**src/rtl/host_port_pkg.sv**
```systemverilog
// Purpose: shared constants for the framer host bus port
// Assumes: one 50 MHz clock stands in for the processor and internal clocks
// Notes: register map holds the two documented registers plus a small store
// Functional notes
// - reset release restores defaults, I/O to input
// - power-on reset does same initialisation
// - internal clock mode ignores processor clock
// - external clock tick paces register writes only; strobe sampling runs every clock
// - style 0: separate address, data, strobe, direction
// - style 1: muxed address/data, read/write strobes
// - async mode: strobes control output, write synchronised
// - sync mode samples strobes on clock edge
// - sync separate-bus cycles need no waits
// - address strobe falling edge latches address
// - select high ends cycle, floats data bus
// - sync separate-bus with external clock drives transfer acknowledge
// - interrupt request driven while any pending
package host_port_pkg;
	localparam int ADDR_W = 9;
	localparam int DATA_W = 8;
	localparam logic [8:0] SOFT_RESET_OFS = 9'h001;
	localparam logic [8:0] PIO_DIR_OFS = 9'h018;
	localparam logic [7:0] SOFT_RESET_RST = 8'h00;
	localparam logic [7:0] PIO_DIR_RST = 8'h00;
	localparam logic [7:0] STORE_RST = 8'h00;
	localparam int POR_CYCLES = 4;
	localparam logic [2:0] POR_LAST = 3'h3;
	localparam int SYNC_STAGES = 2;
endpackage

```
**src/rtl/strobe_sync.sv**
```systemverilog
// Purpose: two-stage synchroniser for host control inputs
// Assumes: inputs may change at any time relative to the clock
// Notes: the first stage feeds only the second stage
`timescale 1ns/10ps
`default_nettype none
module strobe_sync #(
	parameter int WIDTH = 4
) (
	// clock and reset
	input wire logic clk_in,
	input wire logic rst_in,
	// levels
	input wire logic [WIDTH-1:0] d_in,
	input wire logic [WIDTH-1:0] rst_val_in,
	output logic [WIDTH-1:0] q_out
);
	logic [WIDTH-1:0] meta_r;
	logic [WIDTH-1:0] q_r;

	// per-bit two-flop chain, idle level after reset is all ones
	genvar i;
	generate
		for (i = 0; i < WIDTH; i++) begin : g_bit
			always_ff @(posedge clk_in or posedge rst_in) begin
				if (rst_in) begin
					meta_r[i] <= 1'b1;
					q_r[i] <= 1'b1;
				end else begin
					meta_r[i] <= d_in[i];
					q_r[i] <= meta_r[i];
				end
			end
		end
	endgenerate

	assign q_out = q_r;
endmodule
`default_nettype wire

```
**src/rtl/framer_host_bus_port.sv**
```systemverilog
// Purpose: parallel 8-bit host port with register file
// Assumes: processor clock pin already selected onto clk_in when external
// Notes: data bus is three signals, enable high while driving
`timescale 1ns/10ps
`default_nettype none
module framer_host_bus_port #(
	parameter int STORE_DEPTH = 32
) (
	// clock and reset
	input wire logic clk_in,
	input wire logic rst_in,
	input wire logic hw_reset_n_in,
	// straps
	input wire logic bus_style_select_in,
	input wire logic sync_bus_select_in,
	input wire logic clock_source_select_in,
	input wire logic proc_clk_tick_in,
	// host bus
	input wire logic [8:0] addr_in,
	input wire logic [7:0] ad_in,
	output logic [7:0] ad_out,
	output logic ad_oe_out,
	input wire logic address_latch_strobe_n_in,
	input wire logic chip_select_n_in,
	input wire logic data_strobe_n_in,
	input wire logic rd_wr_n_in,
	// open-drain outputs
	output logic transfer_ack_n_out,
	output logic transfer_ack_oe_out,
	output logic interrupt_request_n_out,
	output logic interrupt_request_oe_out,
	// block side
	input wire logic [7:0] irq_pending_in,
	output logic [7:0] programmable_io_dir_out,
	output logic [7:0] soft_reset_out
);
	// synchronised controls: {as, cs, ds, rw}
	logic [3:0] raw_ctl;
	logic [3:0] ctl;
	assign raw_ctl = {address_latch_strobe_n_in, chip_select_n_in, data_strobe_n_in, rd_wr_n_in};

	strobe_sync #(.WIDTH(4)) u_sync (
		.clk_in(clk_in),
		.rst_in(rst_in),
		.d_in(raw_ctl),
		.rst_val_in(4'hF),
		.q_out(ctl)
	);

	logic as_n, cs_n, ds_n, rw_n;
	assign as_n = ctl[3];
	assign cs_n = ctl[2];
	assign ds_n = ctl[1];
	assign rw_n = ctl[0];

	// power-on reset and hardware reset release
	logic [2:0] por_cnt_r, por_cnt_nxt;
	logic hw_n_q_r, hw_n_q_nxt;
	logic hw_n_d_r, hw_n_d_nxt;
	logic init_pulse;

	always_comb begin
		por_cnt_nxt = por_cnt_r;
		if (por_cnt_r != host_port_pkg::POR_LAST) begin
			por_cnt_nxt = por_cnt_r + 3'h1;
		end
		hw_n_q_nxt = hw_reset_n_in;
		hw_n_d_nxt = hw_n_q_r;
	end

	always_ff @(posedge clk_in or posedge rst_in) begin
		if (rst_in) begin
			por_cnt_r <= 3'h0;
			hw_n_q_r <= 1'b1;
			hw_n_d_r <= 1'b1;
		end else begin
			por_cnt_r <= por_cnt_nxt;
			hw_n_q_r <= hw_n_q_nxt;
			hw_n_d_r <= hw_n_d_nxt;
		end
	end

	// rising edge after one sampled low cycle, or power-on count reaching 2, one before POR_LAST
	assign init_pulse = (hw_n_q_r & ~hw_n_d_r) | (por_cnt_r == 3'h2);

	// clock enable: internal mode runs every cycle, external uses tick
	logic tick;
	assign tick = clock_source_select_in ? proc_clk_tick_in : 1'b1;
	logic sync_mode;
	assign sync_mode = sync_bus_select_in & clock_source_select_in;

	// address latch state
	logic as_d_r, as_d_nxt;
	logic [8:0] addr_r, addr_nxt;
	// cycle state
	logic wr_done_r, wr_done_nxt;
	logic [7:0] wdata_r, wdata_nxt;

	// strobe decode per bus style
	logic rd_req, wr_req, cyc_ok;
	always_comb begin
		if (bus_style_select_in) begin
			rd_req = ~ds_n;
			wr_req = ~rw_n;
		end else begin
			rd_req = ~ds_n & rw_n;
			wr_req = ~ds_n & ~rw_n;
		end
		cyc_ok = ~cs_n & (~sync_mode | ~as_n);
	end

	// address capture on falling strobe, address store
	always_comb begin
		as_d_nxt = as_n;
		addr_nxt = addr_r;
		if (as_d_r & ~as_n) begin
			if (bus_style_select_in) begin
				addr_nxt = {addr_in[8], ad_in};
			end else begin
				addr_nxt = addr_in;
			end
		end
	end

	// register file
	logic [7:0] soft_r, soft_nxt;
	logic [7:0] pio_r, pio_nxt;
	logic [7:0] store_r [STORE_DEPTH];
	logic [7:0] rd_val;
	logic wr_fire;

	assign wr_fire = tick & cyc_ok & wr_req & ~wr_done_r;

	always_comb begin
		wr_done_nxt = wr_done_r;
		wdata_nxt = wdata_r;
		if (!(cyc_ok & wr_req)) begin
			wr_done_nxt = 1'b0;
		end else if (wr_fire) begin
			wr_done_nxt = 1'b1;
		end
		if (cyc_ok & wr_req) begin
			wdata_nxt = ad_in;
		end
		soft_nxt = soft_r;
		pio_nxt = pio_r;
		if (init_pulse) begin
			soft_nxt = host_port_pkg::SOFT_RESET_RST;
			pio_nxt = host_port_pkg::PIO_DIR_RST;
		end else if (wr_fire) begin
			if (addr_r == host_port_pkg::SOFT_RESET_OFS) begin
				soft_nxt = ad_in;
			end
			if (addr_r == host_port_pkg::PIO_DIR_OFS) begin
				pio_nxt = ad_in;
			end
		end
	end

	always_ff @(posedge clk_in or posedge rst_in) begin
		if (rst_in) begin
			as_d_r <= 1'b1;
			addr_r <= 9'h000;
			wr_done_r <= 1'b0;
			wdata_r <= 8'h00;
			soft_r <= host_port_pkg::SOFT_RESET_RST;
			pio_r <= host_port_pkg::PIO_DIR_RST;
		end else begin
			as_d_r <= as_d_nxt;
			addr_r <= addr_nxt;
			wr_done_r <= wr_done_nxt;
			wdata_r <= wdata_nxt;
			soft_r <= soft_nxt;
			pio_r <= pio_nxt;
		end
	end

	// general store for the remaining offsets
	genvar gi;
	generate
		for (gi = 0; gi < STORE_DEPTH; gi++) begin : g_store
			always_ff @(posedge clk_in or posedge rst_in) begin
				if (rst_in) begin
					store_r[gi] <= host_port_pkg::STORE_RST;
				end else if (init_pulse) begin
					store_r[gi] <= host_port_pkg::STORE_RST;
				end else if (wr_fire && addr_r[4:0] == 5'(gi) && addr_r != host_port_pkg::SOFT_RESET_OFS
					&& addr_r != host_port_pkg::PIO_DIR_OFS) begin
					store_r[gi] <= ad_in;
				end
			end
		end
	endgenerate

	// read mux
	always_comb begin
		if (addr_r == host_port_pkg::SOFT_RESET_OFS) begin
			rd_val = soft_r;
		end else if (addr_r == host_port_pkg::PIO_DIR_OFS) begin
			rd_val = pio_r;
		end else begin
			rd_val = store_r[addr_r[4:0]];
		end
	end

	// registered outputs
	logic [7:0] ad_out_r, ad_out_nxt;
	logic ad_oe_r, ad_oe_nxt;
	logic ack_oe_r, ack_oe_nxt;
	logic irq_oe_r, irq_oe_nxt;

	always_comb begin
		ad_oe_nxt = cyc_ok & rd_req;
		ad_out_nxt = rd_val;
		ack_oe_nxt = sync_mode & ~bus_style_select_in & ~as_n & ~cs_n;
		irq_oe_nxt = |irq_pending_in;
	end

	always_ff @(posedge clk_in or posedge rst_in) begin
		if (rst_in) begin
			ad_out_r <= 8'h00;
			ad_oe_r <= 1'b0;
			ack_oe_r <= 1'b0;
			irq_oe_r <= 1'b0;
		end else begin
			ad_out_r <= ad_out_nxt;
			ad_oe_r <= ad_oe_nxt;
			ack_oe_r <= ack_oe_nxt;
			irq_oe_r <= irq_oe_nxt;
		end
	end

	assign ad_out = ad_out_r;
	assign ad_oe_out = ad_oe_r;
	assign transfer_ack_n_out = 1'b0;
	assign transfer_ack_oe_out = ack_oe_r;
	assign interrupt_request_n_out = 1'b0;
	assign interrupt_request_oe_out = irq_oe_r;
	assign programmable_io_dir_out = pio_r;
	assign soft_reset_out = soft_r;
endmodule
`default_nettype wire

```
**config.mk**
```make
export PLATFORM = sky130hd
export DESIGN_NAME = framer_host_bus_port
export DESIGN_NICKNAME = d
export VERILOG_FILES = /design/src/rtl/host_port_pkg.sv /design/src/rtl/strobe_sync.sv /design/src/rtl/framer_host_bus_port.sv
export SDC_FILE = /design/constraint.sdc
export NUM_CORES = 1
export LEC_CHECK = 0
export BUFFER_PORTS_ARGS = -buffer_cell sky130_fd_sc_hd__buf_2
export CORE_ASPECT_RATIO = 2
export CORE_MARGIN = 4
export CORE_UTILIZATION = 56
export CTS_CLUSTER_DIAMETER = 100
export DETAILED_ROUTE_END_ITERATION = 10
export PLACE_DENSITY = 0.76
export SLEW_MARGIN = 20
export SYNTH_ARGS = -nofsm -noshare
export SYNTH_HDL_FRONTEND = slang
export SYNTH_SLANG_ARGS = --single-unit
export TNS_END_PERCENT = 10
```
**constraint.sdc**
```tcl
create_clock -name clk_in -period 8.8 [get_ports clk_in]
set_input_delay 0 -clock clk_in [delete_from_list [all_inputs] [get_ports clk_in]]
set_output_delay 0 -clock clk_in [all_outputs]
set_load 0.02 [all_outputs]
```
# After elaboration in Yosys (flattened, before gate mapping)
# Index checks and enable logic that the tools add are counted.
dict set report word_totals {
  register_bits 307
  n_memories 0
  word_cells 333
  output_inout_bits 29
  romBits 0
  ramBits 0
  latchBits 0
  input_bits 36
}
dict set report classes {
  n_shift 0
  add_sub_neg 1
  eq_ne 38
  n_bitwise 25
  div_mod_pow 0
  mul 0
  muxes 81
  n_lt_le_gt_ge 1
  reduce_logical 135
}
# cell n
set ops {}
lappend ops {{$mux 8} 75}
lappend ops {{$logic_and 1x1->1} 96}
lappend ops {{$eq 5x5->1 const B} 16}
lappend ops {{$reduce_bool 2->1} 35}
lappend ops {{$bmux 8 s5} 1}
lappend ops {{$eq 5x4->1 const B} 8}
lappend ops {{$eq 5x3->1 const B} 4}
lappend ops {{$and 1x1->1} 14}
lappend ops {{$eq 5x2->1 const B} 2}
lappend ops {{$eq 9x1->1 const B} 1}
lappend ops {{$eq 9x5->1 const B} 1}
lappend ops {{$ne 9x1->1 const B} 1}
lappend ops {{$ne 9x5->1 const B} 1}
lappend ops {{$not 1->1} 8}
lappend ops {{$reduce_or 8->1} 1}
lappend ops {{$ge 6x6->1 const B} 1}
lappend ops {{$not 5->6} 1}
lappend ops {{$eq 5x1->1 const B} 1}
lappend ops {{$logic_not 5->1} 1}
lappend ops {{$mux 1} 5}
lappend ops {{$reduce_and 2->1} 2}
lappend ops {{$add 3x1->3 const B} 1}
lappend ops {{$eq 3x2->1 const B} 1}
lappend ops {{$ne 3x2->1 const B} 1}
lappend ops {{other kinds (2)} 3}

# Depth between registers and ports, before layout
# Gate-level depths: netlist of the first run.
dict set report depth {
  depth_word 12
  mapped_depth 8
  depth_no_buf 6
}

# Hierarchy
# From an unflattened synthesis of the first run, not the netlist that was laid out.
dict set report hier_totals {
  hier_cells 1241
  hier_area_um2 14898.0
}
# module seq_area_each_um2 cells_per_inst area_per_inst_um2 instances
set by_module_without_submodules {}
lappend by_module_without_submodules {framer_host_bus_port 7485.9 1232 14684.1 1}
lappend by_module_without_submodules {strobe_sync 210.2 9 214.0 1}

# Worst setup path after synthesis of the first run
# OpenSTA, ideal clock, no wires.
dict set report synth_timing {
  path_kind {register -> register}
  from {register addr_r[1]}
  to {register ad_out_r[0] (netlist: ad_out[0])}
  required_time_ns 8.658
  stages_incl_launch_ff 8
  setup_slack_ns 6.938
  arrival_time_ns 1.721
  path_cell_list {dfrtp_1 buf_6 buf_6 mux4_1 mux2i_1 nor2_1 a2111oi_0 o32ai_1}
}
dict set report synth_via {
  elab_chain_len 6
  elab_cells_between_ends 8
}
# element line_no
set synth_lines {}
lappend synth_lines {{start, declared} framer_host_bus_port.sv:94} ;# logic [8:0] addr_r, addr_nxt;
lappend synth_lines {{start signal, assigned} framer_host_bus_port.sv:170} ;# addr_r <= addr_nxt;
lappend synth_lines {{$not 5->6 (implied by the code)} framer_host_bus_port.sv:202} ;# rd_val = store_r[addr_r[4:0]];
lappend synth_lines {{$bmux 8 s5} framer_host_bus_port.sv:202}
lappend synth_lines {{$mux 8 (implied by the code) (2 in series)} framer_host_bus_port.sv:202}
lappend synth_lines {{$mux 8} framer_host_bus_port.sv:199} ;# end else if (addr_r == host_port_pkg::PIO_DIR_OFS) begin
lappend synth_lines {{$mux 8 (*)} framer_host_bus_port.sv:197} ;# if (addr_r == host_port_pkg::SOFT_RESET_OFS) begin
lappend synth_lines {{named net ad_out_nxt[0]} framer_host_bus_port.sv:207} ;# logic [7:0] ad_out_r, ad_out_nxt;
lappend synth_lines {{end signal, assigned} framer_host_bus_port.sv:226} ;# ad_out_r <= ad_out_nxt;
lappend synth_lines {{end, declared} framer_host_bus_port.sv:207}
# Mark *: on every way through the listed nets, which the timed path passes. The rest lies on a longest branch. The select of a mux whose other input is x is not followed.
# A chain may end at the register's enable or synchronous reset.

# Final worst setup path of the first run
dict set report layout_timing {
  from {register addr_r[1]}
  to {register store_r[245] in the netlist's numbering}
}
dict set report layout_via {
  elab_chain_len 5
  elab_cells_between_ends 7
}
# element line_no
set layout_lines {}
lappend layout_lines {{$eq 5x1->1} framer_host_bus_port.sv:187} ;# end else if (wr_fire && addr_r[4:0] == 5'(gi) && addr_r != host_port_pkg::SOFT_RESET_OFS
lappend layout_lines {{$logic_and 1x1->1 (2 in series)} framer_host_bus_port.sv:187}
lappend layout_lines {{$logic_and 1x1->1 (*)} framer_host_bus_port.sv:188} ;# && addr_r != host_port_pkg::PIO_DIR_OFS) begin
lappend layout_lines {{$reduce_bool 2->1 (no source line) (*)} --}
lappend layout_lines {{end signal, assigned by index} framer_host_bus_port.sv:184} ;# store_r[gi] <= host_port_pkg::STORE_RST;
lappend layout_lines {{end signal, assigned by index} framer_host_bus_port.sv:186} ;# store_r[gi] <= host_port_pkg::STORE_RST;
lappend layout_lines {{end signal, assigned by index} framer_host_bus_port.sv:189} ;# store_r[gi] <= ad_in;
lappend layout_lines {{end, declared} framer_host_bus_port.sv:128} ;# logic [7:0] store_r [STORE_DEPTH];
# Mark *: on every way between the ends. The rest lies on a longest branch, timed or not.

==> results of run 1 <==
==> through the flow <==
step                setup slack [ps]  hold WS (ps)  utilization  power [mW]
floorplan                        331          4.48            -        1.80
global placement                5250           105        0.582        1.89
detailed placement              5150           107        0.582        1.90
CTS                             5120          22.5        0.629        3.14
global route                    4970          55.7        0.630        3.23
finish                          5160          39.0        0.630        3.12
==> metal layers <==
layer / GRT usage / vias up
li1: - / 4541
met1: 0.323 / 5208
met2: 0.447 / 326
met3: 0.0235 / 117
met4: 0.163 / 0
met5: 0 / -
==> tightest hold or removal path, delay by kind of cell <==
family | cells | cell delay, ps
AOI/OAI and AO/OA | 1 | 60
buffers and inverters | 2 | 370
and+or+nand+nor | 1 | 110
==> state kept, by name, indices dropped and copies added, names as in the netlist <==
name	cells
transfer_ack_oe_out	1
addr_r	9
programmable_io_dir_out	8
as_d_r	1
store_r	256
ad_out	8
wr_done_r	1
soft_reset_out	8
u_sync.q_out	4
por_cnt_r	3
interrupt_request_oe_out	1
u_sync.meta_r	4
hw_n_d_nxt	1
ad_oe_out	1
hw_n_d_r	1
==> synthesized netlist by cell type (9+ instances only) <==
library cell,n,area (µm²)
a21oi_1,16,80.1
buf_2,18,90.1
buf_4,13,97.6
clkbuf_1,66,248
dfrtp_1,296,7410
dfstp_2,11,289
mux2i_1,276,2760
mux4_2,42,946
nand2_1,93,349
nand4_2,12,150
nor2_1,236,886
o21ai_0,49,245
o32ai_1,9,78.8
==> kinds of logic (layout without fill, tap and decap cells) <==
| kind of cell | Yosys count | count (layout) | synth area share |
|---|---|---|---|
| xor+xnor | 1 | 1 | 0.000592 |
| buf+inv | 109 | 165 | 0.0355 |
| mux | 323 | 323 | 0.258 |
| compound gates | 123 | 123 | 0.0543 |
| simple gates | 398 | 398 | 0.129 |
| fa+ha+maj | 3 | 3 | 0.00254 |
| flops | 307 | 307 | 0.520 |
| other cells | 1 | 2 | 0.000253 |
==> power by group through the flow <==
| stage | combinational, mW | clock, mW | sequential (mW) |
|---|---|---|---|
| 6_report | 0.378 | 1.23 | 1.51 |
| 2_1_floorplan | 0.281 | 0 | 1.52 |
| 5_1_grt | 0.404 | 1.31 | 1.52 |
| 3_3_place_gp | 0.357 | 0 | 1.54 |
| 4_1_cts | 0.374 | 1.25 | 1.51 |
| 3_5_place_dp | 0.362 | 0 | 1.54 |
==> final timing paths <==
| path | from | endpoint | depth (start not counted) |
|---|---|---|---|
| max | addr_r[1] | store_r[245] | 6 |
| max in group asynchronous | rst_in | store_r[45] | 4 |
| min | ad_in[4] | store_r[140] | 4 |
| min in group asynchronous | rst_in | store_r[116] | 3 |
| max reg2reg | addr_r[1] | store_r[245] | 6 |
| min reg2reg | u_sync.meta_r[3] | u_sync.q_out[3] | 0 |
==> placed cells by master, fill, tap and decap left out, types with 3 or more instances in the layout <==
master         instances
a2111oi_0              7
a21oi_1               16
a22oi_1                8
a311oi_1               6
a41oi_2                3
and3_1                 4
buf_2                 62
buf_4                 15
bufinv_16              3
clkbuf_1               7
clkbuf_16             27
clkbuf_8               6
clkinv_2               4
dfrtp_1              293
dfstp_2               11
dlygate4sd3_1         33
ha_1                   3
inv_1                  4
mux2i_1              276
mux4_1                 4
mux4_2                42
nand2_1               93
nand2b_1               4
nand3_1                3
nand3_2                6
nand3_4                8
nand4_2               12
nor2_1               236
nor2b_1                4
nor4_1                 7
o21ai_0               49
o21ai_1                3
o221ai_1               6
o22ai_1                7
o32ai_1                9
or4_1                  3
==> area by class of cell <==
| type | count | area share |
|---|---|---|
| Sequential cell | 307 | 0.467 |
| Multi-Input combinational cell | 850 | 0.403 |
| Clock buffer | 40 | 0.0476 |
| Timing Repair Buffer | 111 | 0.0469 |
| Tap cell | 344 | 0.0261 |
| Clock inverter | 9 | 0.00766 |
| Inverter | 5 | 0.00159 |
==> what timing repair did <==
action | CTS | global route
endpoints found under the hold margin | 147 | 0
hold buffers | 33 | 0
resized for setup | 0 | 0
==> summary.txt, run 1 <==
Clocking
  • Clock transition at path regs: around 70 ps
  • Number of H-tree levels: 1
  • CTS Buf Count: 27
  • Postcts setup bufs: 0
  • Root buf cell: clkbuf_16
  • CTS tree: built
  • CTS Sinks: 307
  • Worst skew pair latency: ~560 ps
  • CTS Buffer Depth: 3

Floorplanning
  • Initial core utilization: 0.566
  • Core Area: 26200 µm²
  • Core Rows: 84
  • Die width: between 100 and 150 µm
  • I/O pins: 65
  • DIE AREA: 29300 µm²
  • Die H: 238 µm

Worst setup path
  • Crit path max-delay family: simple AND/OR/NAND/NOR gates
  • R2r setup slk: ~5200 ps
  • Crit Path Class: reg -> reg
  • Cells along the critical path: buf_4 -> nor2b_1 -> and2_1 -> nand4_2 -> mux2i_1 -> nor2_1
  • Worst path arrival time: ~4000 ps
  • Critical Path RT: 9190 ps
  • CP Buf/Inv Count: 1
  • Slowest stage cell, crit path: nor2b_1
  • Crit. End Element: flop
  • Worst-path maximum fanout: 59
  • Worst path max stage delay: 830 ps
  • Startpoint type of the worst setup path: flop

Finish
  • Multi-input gate area: between 6000 and 7000 µm²
  • Register area: 7700 µm²
  • Ratio of cells with drive above 1 in the final layout: 0.167
  • Final net count: about 1300
  • Fillers: 2004
  • N_diodes: 0
  • Non-Filler Instances: ~1700
  • Final Cell Area: approximately 16000 µm²
  • Area Overhead vs Synth: 11.4%

Placement
  • Post-DP HPWL: 24200 µm
  • Gpl congestion: 0.878
  • Buffers on Ports: 62
  • Placed cells: 1584
  • Area after DPL: between 15000 and 20000 µm²

Drt
  • Residual DRC: 0
  • Met2 WL: 19600 µm
  • Post-route ant nets: 0
  • Highest Signal Layer: met4
  • DR WL met3: 1570 µm
  • DR vias: 10200
  • Met1 Wirelength: between 10000 and 15000 µm
  • Post-DR wirelength/cell: about 23 µm
  • Drt total wl: 38000 µm
  • Vias/cell: roughly 6
  • Router iterations before antenna repair: 5
  • Iter 0 DRT Violations: 982

Timing
  • Final clock skew: 11.8 ps
  • Period utilisation layout: 0.414
  • Fmax: 274 MHz
  • Final worst path period need: between 3000 and 4000 ps
  • Slew Limit Headroom: 0.262
  • Setup TNS: 0 ps
  • RSZ-0062 raised after global routing: no
  • Max Slew Vio Count: 0
  • Slew @ Worst Pin: between 1000 and 1500 ps
  • Final setup violating endpoints: 0
  • Final Hold Vio Count: 0

Global routing
  • Number of global-route vias before repair: 10600
  • GRT overflow: 0
  • Total GRT Usage: 0.264
  • Largest net degree at the start of global routing: 181
  • First-pass GRT wire length: ~59000 µm
  • Antenna violations before repair: 0

Run status
  • Outcome: finished, final reports clean

Power and ir drop
  • P per Cell Area: 189 nW/µm²
  • Sw Ratio: 0.263
  • Combinational Power Share: 0.121
  • Static Leak: 9.04 nW
  • Clock share of power: 0.395
  • Maximum VDD drop: 0.000149 V
  • Psw: 0.822 mW
  • P_int: 2.30 mW
  • Reg power frac: 0.484

Hold path
  • Min-delay worst type: in -> reg

Synth
  • FF+latch count, synth: 307
  • Synth Flop Type: dfrtp_1
  • Avg Cell Area, Syn: 11.7 µm²
  • Post-Syn Area: 14800 µm²
  • Mapped Cells: 1265
  • Number of synthesis warnings: 0
  • EDFF count, synth: 0
  • Synth cell types: 55
  • Register area share after synthesis: 0.520
  • Async set-reset flop share out of synthesis: 1.00

Job
  • Number of max-cap violations: 0
Power figures use the tool's default switching activity.
==> run 2, diff against run 1 <==
--- a/config.mk
+++ b/config.mk
@@ -8,10 +8,10 @@
 export BUFFER_PORTS_ARGS = -buffer_cell sky130_fd_sc_hd__buf_2
 export CORE_ASPECT_RATIO = 2
 export CORE_MARGIN = 4
-export CORE_UTILIZATION = 56
+export CORE_UTILIZATION = 62
 export CTS_CLUSTER_DIAMETER = 100
 export DETAILED_ROUTE_END_ITERATION = 10
-export PLACE_DENSITY = 0.76
+export PLACE_DENSITY = 0.8
 export SLEW_MARGIN = 20
 export SYNTH_ARGS = -nofsm -noshare
 export SYNTH_HDL_FRONTEND = slang
==> constraint.sdc (replaced) <==
create_clock -name clk_in -period 3.6 [get_ports clk_in]
set_input_delay 0 -clock clk_in [delete_from_list [all_inputs] [get_ports clk_in]]
set_output_delay 0 -clock clk_in [all_outputs]
set_load 0.02 [all_outputs]
==> summary.txt, run 2 (same netlist as run 1, synthesis figures left out) <==
Finish
  • Biggest registers after layout: store_r: 256 flops, addr_r: 9 flops (unchanged)
  • Fillers: 1638 (was 2004)
  • Ratio of cells with drive above 1 in the final layout: 0.176 (was 0.167)
  • Area Overhead vs Synth: 12.5% (was 11.4%)
  • Multi-input gate area: 6630 µm² (was 6650 µm²)
  • Final net count: 1361 (was 1341)
  • Largest register FFs: 256 (unchanged)
  • Most frequent cells in the layout: dfrtp_1 (293), mux2i_1 (276), nor2_1 (236) (unchanged)
  • N_diodes: 0 (unchanged)
  • Most flops, register: store_r (unchanged)
  • Register area: 7700 µm² (unchanged)
  • Most common cell after layout, fill and taps aside: dfrtp_1 (unchanged)

Timing
  • Slew @ Worst Pin: 990 ps (was 1100 ps)
  • Final Hold Vio Count: 0 (unchanged)
  • RSZ-0062 raised after global routing: no (unchanged)
  • Final setup violating endpoints: 0 (unchanged)
  • Setup TNS: 0 ps (unchanged)
  • Slew Limit Headroom: 0.339 (was 0.262)
  • Fmax: 360 MHz (was 274 MHz)
  • Final worst path period need: 2780 ps (was 3640 ps)
  • Max Slew Vio Count: 0 (unchanged)
  • Final clock skew: 17.4 ps (was 11.8 ps)
  • Period utilisation layout: 0.772 (was 0.414)

Worst setup path
  • Crit. End Element: flop (unchanged)
  • Startpoint type of the worst setup path: flop (unchanged)
  • Worst-path maximum fanout: 37 (was 59)
  • Crit path launch: addr_r[1] (unchanged)
  • R2r setup slk: 820 ps (was 5160 ps)
  • Critical Path RT: 4010 ps (was 9190 ps)
  • Crit Path Class: reg -> reg (unchanged)
  • Launching point of the worst reg2reg path: addr_r[1] (unchanged)
  • Worst path arrival time: 3190 ps (was 4030 ps)
  • Reg2reg end: ad_out[0] (was store_r[245])
  • Worst Reg2Reg Path Length in Cells: 6 (unchanged)
  • Setup crit end: ad_out[0] (was store_r[245])

Global routing
  • First-pass GRT wire length: 62800 µm (was 59300 µm)
  • Total GRT Usage: 0.313 (was 0.264)
  • Antenna violations before repair: 0 (unchanged)
  • Largest net degree at the start of global routing: 86 (was 181)
  • Number of global-route vias before repair: 11200 (was 10600)
  • GRT overflow: 0 (unchanged)

Floorplanning
  • Die H: 227 µm (was 238 µm)
  • DIE AREA: 26600 µm² (was 29300 µm²)
  • Die width: 117 µm (was 123 µm)
  • Initial core utilization: 0.632 (was 0.566)
  • Core Area: 23400 µm² (was 26200 µm²)
  • Core Rows: 79 (was 84)
  • I/O pins: 65 (unchanged)

Clocking
  • Root buf cell: clkbuf_16 (unchanged)
  • Clock transition at path regs: 70 ps (about the same)
  • CTS Sinks: 307 (unchanged)
  • CTS tree: built (unchanged)
  • CTS resizes: 0 (unchanged)
  • Number of H-tree levels: 1 (unchanged)
  • Worst skew pair latency: 560 ps (about the same)
  • CTS Buffer Depth: 3 (unchanged)
  • CTS Buf Count: 28 (was 27)

Drt
  • Router iterations before antenna repair: 5 (unchanged)
  • Vias/cell: 6.41 (was 6.12)
  • Iter 0 DRT Violations: 988 (was 982)
  • DR vias: 10400 (was 10200)
  • Drt total wl: 39600 µm (was 38000 µm)
  • Post-route ant nets: 0 (unchanged)
  • Post-DR wirelength/cell: 24.3 µm (was 22.8 µm)
  • Residual DRC: 0 (unchanged)

Placement
  • Post-DP HPWL: 26000 µm (was 24200 µm)
  • Buffers on Ports: 62 (unchanged)
  • Gpl congestion: 0.931 (was 0.878)

Power and ir drop
  • Static Leak: 9.17 nW (was 9.04 nW)
  • Power Total: 7.88 mW (was 3.12 mW)
  • Maximum VDD drop: 0.000463 V (was 0.000149 V)
  • P per Cell Area: 473 nW/µm² (was 189 nW/µm²)

Hold path
  • Min-delay worst type: in -> reg (unchanged)

Job
  • Number of max-cap violations: 0 (unchanged)

Run status
  • Outcome: finished, final reports clean (unchanged)
-- run 2: changes by cell type in the layout (fill, tap and decap cells not counted) --
cell and delta:
clkbuf_8 -1, a41oi_1 +2, buf_4 +13, clkbuf_16 +2
a41oi_2 -2, bufinv_16 +1, clkinv_4 -1, buf_12 +3
clkbuf_1 +2, dlygate4sd3_1 +3
-- run 2: how the worst min path moves through the flow --
stage / start / end / slack, ps / cells after the start
final: ad_in[4] / store_r[132] / 50 / 3
after global routing: ad_in[4] / store_r[132] / 70 / 3
after CTS: ad_in[4] / store_r[132] / 30 / 3
after detailed placement: rd_wr_n_in / u_sync.meta_r[0] / 110 / 1
after global placement: chip_select_n_in / u_sync.meta_r[2] / 110 / 1
after floorplan: hw_reset_n_in / hw_n_d_nxt / 4 / 0
-- run 2: timing repair --
action,CTS,global route
endpoints found under the hold margin,62,0
hold buffers,36,0
buffers inserted,0,0
-- run 2: routing by layer --
metal | up-vias | global-route usage | part of all wire | wire length (µm)
li1 | 4580 | - | - | -
met1 | 5291 | 0.375 | 0.36 | 14300
met2 | 416 | 0.516 | 0.51 | 20300
met3 | 141 | 0.0406 | 0.049 | 1930
met4 | 0 | 0.214 | 0.079 | 3140
met5 | - | 0 | 0 | 0
-- run 2: cell type report --
| cell class | instances | share of cell area |
|---|---|---|
| clock buffer | 43 | 0.0497 |
| inverter | 5 | 0.00135 |
| sequential | 307 | 0.463 |
| multi-input combinational | 850 | 0.398 |
| tap | 283 | 0.0213 |
| timing repair buffer | 130 | 0.0577 |
| clock inverter | 9 | 0.00909 |
-- run 2: power breakdown --
group,internal [mW],total (mW),leakage (nW),switching [mW]
logic,0.357,0.935,4.54,0.579
registers,3.58,3.73,4.15,0.152
clock network,1.87,3.21,0.482,1.34
total,5.81,7.88,9.17,2.07
-- run 2: worst max-delay path: stages (launching register included) --
cell and delay, ps:
dfrtp_4 890, buf_4 410, mux4_1 580, mux2i_1 140
nor2_1 50, a2111oi_0 400, o32ai_1 140
-- run 2: stage by stage --
| step | utilization | hold WS, ps | setup slack, ps | std cells | area [µm²] |
|---|---|---|---|---|---|
| final | 0.711 | 45.7 | 822 | 1627 | 16700 |
| after global placement | 0.653 | 106 | 874 | 1539 | 15300 |
| after global routing | 0.711 | 70.9 | 531 | 1627 | 16700 |
| after CTS | 0.711 | 26.9 | 795 | 1627 | 16700 |
| after floorplan | - | 4.48 | -476 | 1266 | 14800 |
| after detailed placement | 0.654 | 106 | 823 | 1539 | 15300 |
